File: config.mk
export PLATFORM = sky130hd
export DESIGN_NAME = pwg_top
export DESIGN_NICKNAME = d
export VERILOG_FILES = /design/src/pkg/pwg_pkg.sv /design/src/pkg/pwg_div_if.sv /design/src/hw/pwg_divider.sv /design/src/hw/pwg_pin_stage.sv /design/src/hw/pwg_top.sv
export SDC_FILE = /design/constraint.sdc
export NUM_CORES = 1
export LEC_CHECK = 0
export BUFFER_PORTS_ARGS = -buffer_cell sky130_fd_sc_hd__buf_2
export CORE_ASPECT_RATIO = 1.4
export CORE_UTILIZATION = 60
export CTS_BUF_LIST = sky130_fd_sc_hd__clkbuf_4 sky130_fd_sc_hd__clkbuf_8 sky130_fd_sc_hd__clkbuf_16
export DETAILED_ROUTE_END_ITERATION = 6
export PLACE_DENSITY = 0.76
export SETUP_SLACK_MARGIN = 0.2
export SKIP_LAST_GASP = 1
export SYNTH_ARGS = -nofsm -noshare
export SYNTH_HDL_FRONTEND = slang
export SYNTH_SLANG_ARGS = --single-unit
File: constraint.sdc
create_clock -name clk_sys -period 13.2 [get_ports clk_sys]
set_clock_uncertainty 0.2 [all_clocks]
set_input_delay 1.32 -clock clk_sys [delete_from_list [all_inputs] [get_ports clk_sys]]
set_output_delay 1.32 -clock clk_sys [all_outputs]
set_load 0.03 [all_outputs]
File: src/pkg/pwg_pkg.sv
package pwg_pkg;

    // ==========================================
    // timing
    localparam int unsigned CLK_HZ = 25_000_000;
    localparam int unsigned REF_HZ = 100_000_000;
    localparam int unsigned PWM_MAX_REF_HZ = 193_000;
    localparam int unsigned PWM_MAX_HZ =
        32'(64'(PWM_MAX_REF_HZ) * 64'(CLK_HZ) / 64'(REF_HZ));
    localparam int unsigned PWM_MIN_HZ = 1;
    localparam int unsigned PDM_MAX_HZ = CLK_HZ - 1;
    localparam int unsigned PDM_MIN_HZ = 1525;
    localparam int PWM_BITS = 9;
    localparam logic [9:0] DUTY_FULL = 10'h200;
    localparam int NPINS = 3;
    localparam int DIV_W = 25;
    localparam logic [4:0] DIV_STEPS = 5'h18;

    // ==========================================
    // register map
    localparam logic [4:0] ADDR_CTRL = 5'h00;
    localparam logic [4:0] ADDR_CMD = 5'h04;
    localparam logic [4:0] ADDR_SCALE = 5'h08;
    localparam logic [4:0] ADDR_PWM_HZ = 5'h0c;
    localparam logic [4:0] ADDR_PDM_HZ = 5'h10;
    localparam logic [4:0] ADDR_PIN_CFG = 5'h14;
    localparam logic [4:0] ADDR_STATUS = 5'h18;

    // ==========================================
    // fields
    localparam int CTRL_EN_BIT = 0;
    localparam int CTRL_FMT_LSB = 4;
    localparam int CFG_INV_LSB = 0;
    localparam int CFG_OD_LSB = 4;
    localparam int CFG_DRV_LSB = 8;
    localparam int ST_MAG_LSB = 0;
    localparam int ST_NEG_BIT = 12;
    localparam int ST_BUSY_BIT = 13;
    localparam int ST_PIN_LSB = 16;
    localparam int ST_PINN_LSB = 20;

    // ==========================================
    // types and reset values
    typedef enum logic [2:0] {
        FMT_NONE = 3'h0,
        FMT_PWM_DIR = 3'h1,
        FMT_UP_DOWN = 3'h2,
        FMT_PDM_DIR = 3'h3,
        FMT_DIR_PWM = 3'h4
    } pwg_fmt_t;

    localparam logic [15:0] SCALE_RST = 16'h0001;
    localparam logic [31:0] PWM_HZ_RST = 32'h0000_4e20;
    localparam logic [31:0] PDM_HZ_RST = 32'h000f_4240;
    localparam logic [2:0] DRV_RST = 3'h7;

    typedef struct packed {
        logic en;
        pwg_fmt_t fmt;
        logic [15:0] cmd;
        logic [15:0] scale;
        logic [31:0] pwm_hz;
        logic [31:0] pdm_hz;
        logic [2:0] inv;
        logic [2:0] od;
        logic [2:0] drv;
        logic [31:0] pwm_acc;
        logic [31:0] pdm_acc;
        logic [8:0] cnt;
        logic [9:0] dacc;
        logic pdm_bit;
        logic [9:0] mag;
        logic neg;
        logic busy;
        logic sneg;
        logic szero;
        logic inh;
        logic o0;
        logic o1;
        logic [31:0] rdata;
    } pwg_top_st_t;

    typedef struct packed {
        logic busy;
        logic done;
        logic [4:0] cnt;
        logic [16:0] rem;
        logic [DIV_W-1:0] dq;
        logic [15:0] dvs;
    } pwg_div_st_t;

    typedef struct packed {
        logic s1;
        logic s2;
        logic o;
        logic oe;
    } pwg_pin_st_t;

endpackage

File: src/pkg/pwg_div_if.sv
`timescale 1ns/1ps
interface pwg_div_if;
    logic start;
    logic [24:0] dividend;
    logic [15:0] divisor;
    logic done;
    logic [24:0] quotient;
    modport req (output start, output dividend, output divisor,
        input done, input quotient);
    modport div (input start, input dividend, input divisor,
        output done, output quotient);
endinterface

File: src/hw/pwg_divider.sv
`timescale 1ns/1ps
module pwg_divider
    import pwg_pkg::*;
(
    input wire logic clk_sys,
    input wire logic rst,
    pwg_div_if.div dv
);
    pwg_div_st_t st_q;
    pwg_div_st_t st_d;
    logic [16:0] r;

    // ==========================================
    // restoring divider, one bit per clock
    always_comb begin
        st_d = st_q;
        r = '0;
        st_d.done = 1'b0;
        if (!st_q.busy) begin
            if (dv.start) begin
                st_d.busy = 1'b1;
                st_d.cnt = DIV_STEPS;
                st_d.rem = '0;
                st_d.dq = dv.dividend;
                st_d.dvs = dv.divisor;
            end
        end else begin
            r = {st_q.rem[15:0], st_q.dq[DIV_W-1]};
            if (r >= {1'b0, st_q.dvs}) begin
                st_d.rem = r - {1'b0, st_q.dvs};
                st_d.dq = {st_q.dq[DIV_W-2:0], 1'b1};
            end else begin
                st_d.rem = r;
                st_d.dq = {st_q.dq[DIV_W-2:0], 1'b0};
            end
            st_d.cnt = st_q.cnt - 5'h01;
            if (st_q.cnt == 5'h00) begin
                st_d.busy = 1'b0;
                st_d.done = 1'b1;
            end
        end
    end

    always_ff @(posedge clk_sys or posedge rst) begin
        if (rst) begin
            st_q <= '0;
        end else begin
            st_q <= st_d;
        end
    end

    assign dv.done = st_q.done;
    assign dv.quotient = st_q.dq;
endmodule

File: src/hw/pwg_pin_stage.sv
`timescale 1ns/1ps
module pwg_pin_stage
    import pwg_pkg::*;
(
    input wire logic clk_sys,
    input wire logic rst,
    input wire logic val,
    input wire logic invert,
    input wire logic pin_drive_select,
    input wire logic open_drain_select,
    input wire logic pin_i,
    output logic pin_o,
    output logic pin_oe,
    output logic pin_in
);
    pwg_pin_st_t st_q;
    pwg_pin_st_t st_d;
    logic v;

    // ==========================================
    // inversion, drive mode and input sync
    always_comb begin
        st_d = st_q;
        v = val ^ invert; // [RULE16]
        st_d.s1 = pin_i;
        st_d.s2 = st_q.s1; // [RULE20]
        st_d.o = open_drain_select ? 1'b0 : v; // [RULE18] [RULE19]
        st_d.oe = pin_drive_select & (~open_drain_select | ~v);
    end

    always_ff @(posedge clk_sys or posedge rst) begin
        if (rst) begin
            st_q <= '0;
        end else begin
            st_q <= st_d;
        end
    end

    assign pin_o = st_q.o;
    assign pin_oe = st_q.oe;
    assign pin_in = st_q.s2;
endmodule

File: src/hw/pwg_top.sv
`timescale 1ns/1ps
// Functional notes
// [RULE1] enabled: inhibit output low, modulated signals produced
// [RULE2] disabled: inhibit output high, both signal outputs held low
// [RULE3] three pins per instance: inhibit, first and second signal
// [RULE4] format 1: pulse width on first, direction on second
// [RULE5] format 2: up pulses on first, down pulses on second
// [RULE6] format 3: density stream on first, direction on second
// [RULE7] format 4: direction on first, pulse width on second
// [RULE8] format may change while running; outputs follow at once
// [RULE9] duty is command over scale, clipped to -1..+1
// [RULE10] density mode decides pulse or space once per slot
// [RULE11] slot frequency from about 1525 Hz to just under clock
// [RULE12] one slot frequency shared by all density instances
// [RULE13] one pulse frequency shared by pulse-width formats
// [RULE14] pulse frequency 1 Hz up to clock-scaled maximum
// [RULE15] requested frequency above maximum clipped to maximum
// [RULE16] inversion makes the pin carry the inverse value
// [RULE17] software inverts via the pin setting, not the generator
// [RULE18] push-pull pin driven at both levels
// [RULE19] open-drain: 0 drives low, 1 releases the pin
// [RULE20] released pin level readable as true and inverted input
// [RULE21] duty sign gives direction, magnitude gives high time
// [RULE22] up/down: only one output pulses, per sign of duty
module pwg_top
    import pwg_pkg::*;
(
    input wire logic clk_sys,
    input wire logic rst,
    input wire logic [4:0] addr,
    input wire logic [31:0] wdata,
    input wire logic wr,
    input wire logic rd,
    output logic [31:0] rdata,
    input wire logic [NPINS-1:0] pin_i,
    output logic [NPINS-1:0] pin_o,
    output logic [NPINS-1:0] pin_oe
);
    pwg_top_st_t st_q;
    pwg_top_st_t st_d;
    pwg_div_if dif ();
    logic [NPINS-1:0] pin_in;
    logic [NPINS-1:0] pin_val;
    logic [15:0] cmd_abs;
    logic pwm_w;
    logic [1:0] route_w;
    logic [31:0] pwm_sum;
    logic [31:0] pdm_sum;
    logic [9:0] dsum;

    // ==========================================
    // helpers
    function automatic logic [31:0] clip_hz(
        input logic [31:0] v,
        input logic [31:0] lo,
        input logic [31:0] hi
    );
        logic [31:0] r;
        r = v;
        if (v > hi) begin
            r = hi;
        end
        if (v < lo) begin
            r = lo;
        end
        return r;
    endfunction

    function automatic logic [1:0] route(
        input pwg_fmt_t f,
        input logic pw,
        input logic pd,
        input logic dir
    );
        logic [1:0] r;
        r = 2'h0;
        case (f)
            FMT_PWM_DIR: begin
                r = {dir, pw}; // [RULE4] [RULE21]
            end
            FMT_UP_DOWN: begin
                r = {pw & dir, pw & ~dir}; // [RULE5] [RULE22]
            end
            FMT_PDM_DIR: begin
                r = {dir, pd}; // [RULE6]
            end
            FMT_DIR_PWM: begin
                r = {pw, dir}; // [RULE7]
            end
            default: begin
                r = 2'h0;
            end
        endcase
        return r;
    endfunction

    // ==========================================
    // duty computation
    assign cmd_abs = st_q.cmd[15] ? 16'(-st_q.cmd) : st_q.cmd;
    assign dif.start = ~st_q.busy;
    assign dif.dividend = {cmd_abs, 9'h000};
    assign dif.divisor = st_q.scale;

    pwg_divider u_div (
        .clk_sys(clk_sys),
        .rst(rst),
        .dv(dif.div)
    );

    // ==========================================
    // shared rate generators
    assign pwm_sum = st_q.pwm_acc + (st_q.pwm_hz << PWM_BITS);
    assign pdm_sum = st_q.pdm_acc + st_q.pdm_hz;
    assign dsum = st_q.dacc + st_q.mag;
    assign pwm_w = {1'b0, st_q.cnt} < st_q.mag; // [RULE21]
    assign route_w = route(st_q.fmt, pwm_w, st_q.pdm_bit, st_q.neg);

    // ==========================================
    // next state
    always_comb begin
        st_d = st_q;
        st_d.rdata = '0;
        if (wr) begin
            case (addr)
                ADDR_CTRL: begin
                    st_d.en = wdata[CTRL_EN_BIT];
                    st_d.fmt = pwg_fmt_t'(wdata[CTRL_FMT_LSB +: 3]); // [RULE8]
                end
                ADDR_CMD: begin
                    st_d.cmd = wdata[15:0];
                end
                ADDR_SCALE: begin
                    st_d.scale = wdata[15:0];
                end
                ADDR_PWM_HZ: begin
                    st_d.pwm_hz = clip_hz(wdata, PWM_MIN_HZ,
                        PWM_MAX_HZ); // [RULE13] [RULE14] [RULE15]
                end
                ADDR_PDM_HZ: begin
                    st_d.pdm_hz = clip_hz(wdata, PDM_MIN_HZ,
                        PDM_MAX_HZ); // [RULE11] [RULE12] [RULE15]
                end
                ADDR_PIN_CFG: begin
                    st_d.inv = wdata[CFG_INV_LSB +: NPINS];
                    st_d.od = wdata[CFG_OD_LSB +: NPINS];
                    st_d.drv = wdata[CFG_DRV_LSB +: NPINS];
                end
                default: begin
                end
            endcase
        end
        if (rd) begin
            case (addr)
                ADDR_CTRL: begin
                    st_d.rdata[CTRL_EN_BIT] = st_q.en;
                    st_d.rdata[CTRL_FMT_LSB +: 3] = st_q.fmt;
                end
                ADDR_CMD: begin
                    st_d.rdata[15:0] = st_q.cmd;
                end
                ADDR_SCALE: begin
                    st_d.rdata[15:0] = st_q.scale;
                end
                ADDR_PWM_HZ: begin
                    st_d.rdata = st_q.pwm_hz;
                end
                ADDR_PDM_HZ: begin
                    st_d.rdata = st_q.pdm_hz;
                end
                ADDR_PIN_CFG: begin
                    st_d.rdata[CFG_INV_LSB +: NPINS] = st_q.inv;
                    st_d.rdata[CFG_OD_LSB +: NPINS] = st_q.od;
                    st_d.rdata[CFG_DRV_LSB +: NPINS] = st_q.drv;
                end
                ADDR_STATUS: begin
                    st_d.rdata[ST_MAG_LSB +: 10] = st_q.mag;
                    st_d.rdata[ST_NEG_BIT] = st_q.neg;
                    st_d.rdata[ST_BUSY_BIT] = st_q.busy;
                    st_d.rdata[ST_PIN_LSB +: NPINS] = pin_in; // [RULE20]
                    st_d.rdata[ST_PINN_LSB +: NPINS] = ~pin_in;
                end
                default: begin
                end
            endcase
        end

        // duty: divide, then clip magnitude to full scale
        if (!st_q.busy) begin
            st_d.busy = 1'b1;
            st_d.sneg = st_q.cmd[15];
            st_d.szero = st_q.cmd == 16'h0000;
        end
        if (dif.done) begin
            st_d.busy = 1'b0;
            st_d.neg = st_q.sneg & ~st_q.szero; // [RULE21]
            if (st_q.szero) begin
                st_d.mag = 10'h000;
            end else if (dif.quotient > 25'(DUTY_FULL)) begin
                st_d.mag = DUTY_FULL; // [RULE9]
            end else begin
                st_d.mag = dif.quotient[9:0]; // [RULE9]
            end
        end

        // pulse-width period counter
        if (pwm_sum >= CLK_HZ) begin
            st_d.pwm_acc = pwm_sum - CLK_HZ; // [RULE13]
            st_d.cnt = st_q.cnt + 9'h001;
        end else begin
            st_d.pwm_acc = pwm_sum;
        end

        // density slots
        if (pdm_sum >= CLK_HZ) begin
            st_d.pdm_acc = pdm_sum - CLK_HZ; // [RULE10]
            if (dsum >= DUTY_FULL) begin
                st_d.pdm_bit = 1'b1;
                st_d.dacc = dsum - DUTY_FULL;
            end else begin
                st_d.pdm_bit = 1'b0;
                st_d.dacc = dsum;
            end
        end else begin
            st_d.pdm_acc = pdm_sum;
        end

        // output gating
        if (st_q.en) begin
            st_d.inh = 1'b0; // [RULE1]
            st_d.o0 = route_w[0];
            st_d.o1 = route_w[1];
        end else begin
            st_d.inh = 1'b1; // [RULE2]
            st_d.o0 = 1'b0;
            st_d.o1 = 1'b0;
        end
    end

    always_ff @(posedge clk_sys or posedge rst) begin
        if (rst) begin
            st_q <= '0;
            st_q.fmt <= FMT_PWM_DIR;
            st_q.scale <= SCALE_RST;
            st_q.pwm_hz <= PWM_HZ_RST;
            st_q.pdm_hz <= PDM_HZ_RST;
            st_q.drv <= DRV_RST;
            st_q.inh <= 1'b1;
        end else begin
            st_q <= st_d;
        end
    end

    assign rdata = st_q.rdata;

    // ==========================================
    // pins: inhibit, first and second signal
    assign pin_val = {st_q.o1, st_q.o0, st_q.inh}; // [RULE3]

    generate
        for (genvar i = 0; i < NPINS; i++) begin : g_pin
            pwg_pin_stage u_pin (
                .clk_sys(clk_sys),
                .rst(rst),
                .val(pin_val[i]),
                .invert(st_q.inv[i]),
                .pin_drive_select(st_q.drv[i]),
                .open_drain_select(st_q.od[i]),
                .pin_i(pin_i[i]),
                .pin_o(pin_o[i]),
                .pin_oe(pin_oe[i]),
                .pin_in(pin_in[i])
            );
        end
    endgenerate
endmodule

== After elaboration in Yosys (flattened, before gate mapping) ==
Cells that the tools add are included.

* Register bits: 318
* Bits in latches: 0
* Bits in writable memories: 0
* Bits in read-only memories: 0
* Input bits: 44
* Output and inout bits: 38
* Memories kept: 0

* $add $sub $neg: 10
* Multipliers: 0
* Div/mod/pow operators: 0
* $lt $le $gt $ge: 10
* Eq/ne operators: 11
* Shift operators: 0
* Multiplexer cells: 38
* Bitwise gates (word level): 23
* Reductions and logical operators: 10

{| class="wikitable"
|+ Operator list
! cell !! count
|-
| 32-bit two-way mux || 7
|-
| 32-bit adder || 2
|-
| 32-bit by 25-bit >= comparator with 1-bit output (second input constant) || 2
|-
| 32-bit by 25-bit subtractor with 32-bit output (second input constant) || 2
|-
| 63-bit two-way mux || 1
|-
| 47-bit two-way mux || 1
|-
| 42-bit two-way mux || 1
|-
| 32-bit by 16-bit greater-than comparator with 1-bit output (second input constant) || 1
|-
| 32-bit by 25-bit greater-than comparator with 1-bit output (second input constant) || 1
|-
| 32-bit by 1-bit less-than comparator with 1-bit output (second input constant) || 1
|-
| 32-bit by 11-bit less-than comparator with 1-bit output (second input constant) || 1
|-
| 25-bit by 10-bit greater-than comparator with 1-bit output (second input constant) || 1
|-
| 2-bit case mux with 6 select lines || 2
|-
| 3-bit case mux with 7 select lines || 1
|-
| 10-bit two-way mux || 2
|-
| 3-bit case mux with 3 select lines || 2
|-
| 9-bit case mux with 2 select lines || 1
|-
| 17-bit by 16-bit >= comparator with 1-bit output || 1
|-
| 17-bit by 16-bit subtractor with 17-bit output || 1
|-
| 16-bit logical NOT || 1
|-
| 16-bit two-way mux || 1
|-
| 16-bit negator || 1
|-
| 2-bit case mux with 4 select lines || 2
|-
| 5-bit == test (second input constant) || 3
|-
| other kinds (28) || 63
|}

== Depth between registers and ports, before layout ==
* Depth after elaboration: 4
* Mapped depth: 20
* Gate-level depth less buffers: 18

== Modules after synthesis ==
A second synthesis with hierarchy kept.

* Cell total of the unflattened synthesis: 2044
* Area, all modules: 19459.9 um^2

{| class="wikitable"
|+ Modules (own cells, without submodules)
! module !! instances !! cells an instance !! area each (um^2) !! seq. area each (um^2)
|-
| pwg_top || 1 || 1607 || 15268.4 || 5928.2
|-
| pwg_divider || 1 || 413 || 3804.9 || 1601.5
|-
| pwg_pin_stage || 3 || 8 || 128.9 || 100.1
|}

== Least setup slack after synthesis ==
Ideal clock, no wire load.

* Path kind: register to register
* Start: reg st_q[142] (netlist name)
* End: reg st_q[90] (netlist name)
* Arrival: 3.866 ns
* Data required time: 12.868 ns
* Path slack: 9.003 ns
* Stages on the path, launching flop included: 19
* Path buffers: 0
* Path through: dfrtp_1 ha_1 inv_1 fa_1 nand2b_1 a21oi_1 o21a_1 or2_2 xor2_1 ha_1 nand2_1 nor3_1 or4b_1 a2111oi_2 o2111ai_1 a21oi_2 a2111oi_4 or3b_1 xnor2_1

{| class="wikitable"
|+ RTL lines
! item !! RTL line !! source
|-
| from (decl) || pwg_top.sv:39 || <nowiki>pwg_top_st_t st_q;</nowiki>
|-
| from (signal assigned) || pwg_top.sv:249 || <nowiki>st_q <= st_d;</nowiki>
|}

==> flow_metrics.py <==
metrics = {
    "drt": {
        "antenna_left": 0,
        "topRoutingLayerUsed": "met5",
        "wl_met3_mm": 2.93,
        "wirelength_mm": 49.7,
        "viasPerCell": 6.28,
        "wl_met1_mm": 20.0,
        "first_iter_violations": 1184,
        "wl_per_cell_um": 20.8,
        "drcViolationCount": 0,
        "vias": 15016,
        "wl_met2_mm": 24.5,
        "dr.pass1.iters": 7,
    },
    "die": {
        "rows": 75,
        "ios": 82,
        "dieArea_um2": 31700,
        "start_util_pct": 61.6,
        "die_h_um": 210,
        "dieWidth_um": 151,
        "core-area_um2": 30200,
    },
    "timing": {
        "rsz0062_at_grt": "no",
        "max_slew_margin_pct": 33.6,
        "min_period_over_period_pct": 39.0,
        "min_period_ns": 5.15,
        "setup_tns_ns": 0,
        "hold_viol_final": 0,
        "clock.fmax_mhz": 194,
        "setup_viol": 0,
        "slew_viol_final": 0,
        "worst_pin_slew_ns": 0.995,
    },
    "power_and_ir_drop": {
        "power.density_nw_per_um2": 224,
        "p_leak_nw": 9.21,
        "power_mw": 4.49,
        "ir_drop_uv": 171,
    },
    "placed_design": {
        "gp_congestion": 0.956,
        "hpwl_mm": 36.7,
        "portBuffers": 81,
    },
    "critical_path": {
        "cp.arrival_ns": 5.45,
        "crit_fanout": 35,
        "crit_chain": "ha_1, inv_1, fa_1, nand2b_1, a21oi_1, o21a_1, or2_2, xor2_1, ha_1, nand2_1, nor3_1, or4b_1, a2111oi_2, o2111ai_1, a21oi_2, a2111oi_4, buf_4, nor4bb_1, xor2_1",
        "rrSetupSlack_ns": 8.05,
        "cp.required_ns": 13.50,
        "end_kind": "register",
        "cp-start-kind": "register",
        "path_class": "register to register",
        "reg2reg_depth": 19,
        "r2r-start": "st_q[142]",
        "r2r_end": "st_q[89]",
        "critPathBufInv": 2,
        "crit_family": "simple AND/OR/NAND/NOR gates",
        "max_stage_delay_ns": 0.52,
        "critPathSlowestCell": "or4b_1",
    },
    "clock_network": {
        "clk_pin_slew_ns": 0.07,
        "clock_sinks": 312,
        "holdBufCountCts": 0,
        "postCtsSetupBuffers": 0,
        "cts_resized": 0,
        "cts_tree": "done",
        "numCtsBuffers": 30,
        "cts_buffer_depth": 3,
        "worstSkewPairLatency_ns": 0.57,
        "cts_root_buffer": "clkbuf_16",
        "htreeDepth": 1,
    },
    "synth": {
        "async_flop_share_pct": 100,
        "yosys_warnings": 0,
        "muxShareOfSynthArea_pct": 4.87,
        "synth_top_family_by_area": "compound AO/OA/AOI/OAI gates",
        "avgSynthCellArea_um2": 9.42,
        "ys_seq_area_share_pct": 42.1,
        "syn-cell-area_um2": 18600,
        "synthSimpleGateAreaFrac_pct": 16.2,
        "synth_fa_ha_area_share_pct": 6.75,
        "yosysUniqueCellTypes": 90,
        "ys_seq_elements": 312,
        "synth_compound_area_share_pct": 19.0,
        "ys.flop_type": "dfrtp_1",
        "syn_nets": 2118,
        "synth_edf_count": 0,
        "syn_inst": 1976,
        "synth-xor-area-share_pct": 6.02,
    },
    "cells_and_area": {
        "syn_to_final_growth_pct": 7.99,
        "n_fill_cell": 2446,
        "fin_nets": 2122,
        "final_cell_mix": "292 x dfrtp_1, 222 x nand2_1, 149 x o21ai_0",
        "final_common_cell": "dfrtp_1",
        "drive_above_1_share_pct": 13.4,
    },
    "worst_hold_path": {
        "min-delay-start": "g_pin[0].u_pin.st_d[2]",
        "min_path_type": "register to register",
        "hold_path_depth": 0,
        "holdPathEnd": "g_pin[0].u_pin.pin_in",
    },
    "global_route": {
        "grt_pass1_vias": 14693,
        "grt_pass1_wl_mm": 78.7,
        "grt_overflow": 0,
        "grt_usage_pct": 32.0,
        "antenna_found_initial": 2,
        "grt_max_degree": 100,
    },
    "outcome": {
        "outcome": "finished, final reports clean",
    },
    "flow_run": {
        "maxCapViolations": 0,
    },
}
## synth_stat cells (9+ instances only)
| library cell | instances | area share [%] |
|---|---|---|
| ha_1 | 94 | 6.3 |
| buf_2 | 10 | 0.27 |
| dfstp_2 | 18 | 2.5 |
| or3_1 | 12 | 0.40 |
| dfrtp_1 | 294 | 40 |
| o21a_1 | 19 | 0.77 |
| xor2_1 | 56 | 2.6 |
| o22ai_1 | 12 | 0.40 |
| a22o_1 | 9 | 0.42 |
| nand2b_1 | 20 | 0.67 |
| nor2b_1 | 31 | 1.0 |
| and3_1 | 17 | 0.57 |
| nor4_1 | 11 | 0.37 |
| o211ai_1 | 24 | 0.97 |
| a31oi_1 | 9 | 0.30 |
| inv_1 | 78 | 1.6 |
| nor2_1 | 130 | 2.6 |
| a21o_1 | 34 | 1.4 |
| or4_1 | 10 | 0.40 |
| nand4_1 | 12 | 0.40 |
| nor3_1 | 25 | 0.67 |
| nand3_1 | 40 | 1.1 |
| clkbuf_1 | 62 | 1.3 |
| nand2_1 | 222 | 4.5 |
| o31ai_1 | 10 | 0.40 |
| xnor2_1 | 72 | 3.4 |
| mux2i_1 | 31 | 1.7 |
| a22oi_1 | 33 | 1.3 |
| buf_4 | 42 | 1.7 |
| mux2_2 | 53 | 3.2 |
| and2_1 | 35 | 1.2 |
| a211oi_1 | 9 | 0.36 |
| o21ai_0 | 150 | 4.0 |
| a21oi_1 | 134 | 3.6 |
| a21boi_0 | 10 | 0.40 |
## report_power, final
group	internal (mW)	switching [mW]	total (mW)
sequential	1.20	0.186	1.39
combinational	0.879	1.26	2.14
clock	0.577	0.392	0.969
## worst max path at each step
stage,from,end,slack [ns],depth (start not counted)
2_1_floorplan,rst,dif.divisor[10],3.08,1
3_3_place_gp,st_q[142],st_q[90],8.14,19
3_5_place_dp,st_q[142],st_q[90],8.05,19
4_1_cts,st_q[142],st_q[90],8.05,19
5_1_grt,st_q[142],st_q[90],7.68,19
6_report,st_q[142],st_q[89],8.05,19
## stage by stage
| step | cells | hold WS (ns) | setup slack (ns) | utilization, % | area, um2 |
|---|---|---|---|---|---|
| floorplan | 1976 | 0.131 | 3.08 | - | 18600 |
| global placement | 2333 | 0.135 | 8.14 | 62.8 | 19000 |
| detailed placement | 2333 | 0.136 | 8.05 | 62.8 | 19000 |
| CTS | 2389 | 0.150 | 8.05 | 66.5 | 20100 |
| global route | 2390 | 0.152 | 7.68 | 66.5 | 20100 |
| finish | 2391 | 0.148 | 8.05 | 66.5 | 20100 |
## final cells by class
| cell class | instances | area, um2 | area share, % |
|---|---|---|---|
| sequential | 312 | 7830 | 39.0 |
| antenna | 2 | 5.00 | 0.0249 |
| clock inverter | 18 | 264 | 1.31 |
| timing repair buffer | 95 | 510 | 2.54 |
| clock buffer | 38 | 853 | 4.25 |
| multi-input combinational | 1461 | 9840 | 49.0 |
| inverter | 80 | 308 | 1.53 |
| tap | 385 | 482 | 2.40 |
## sequential cells by signal, summed over array words and instances, names as in the netlist
register and count:
dif.divisor 16, u_div.dv.done 1, g_pin.u_pin.pin_oe 3, g_pin.u_pin.pin_in 3
u_div.dv.quotient 25, pin_val 3, g_pin.u_pin.pin_o 3, rdata 32
st_q 185, u_div.st_q 38, g_pin.u_pin.st_d 3
## per-layer routing
| metal | vias up | track usage, % |
|---|---|---|
| met5 | - | 0 |
| met4 | 2 | 14.3 |
| met3 | 125 | 4.35 |
| met2 | 506 | 53.8 |
| met1 | 7394 | 40.9 |
| li1 | 6989 | - |
## kinds of logic after synthesis
| group | Yosys count |
|---|---|
| AO/OA/AOI/OAI | 539 |
| XOR/XNOR | 128 |
| adder cells (fa/ha/maj) | 98 |
| buffers and inverters | 203 |
| flip-flops | 312 |
| multiplexers | 84 |
| AND/OR/NAND/NOR | 612 |
No activity file was read; power rests on OpenSTA's default activity.
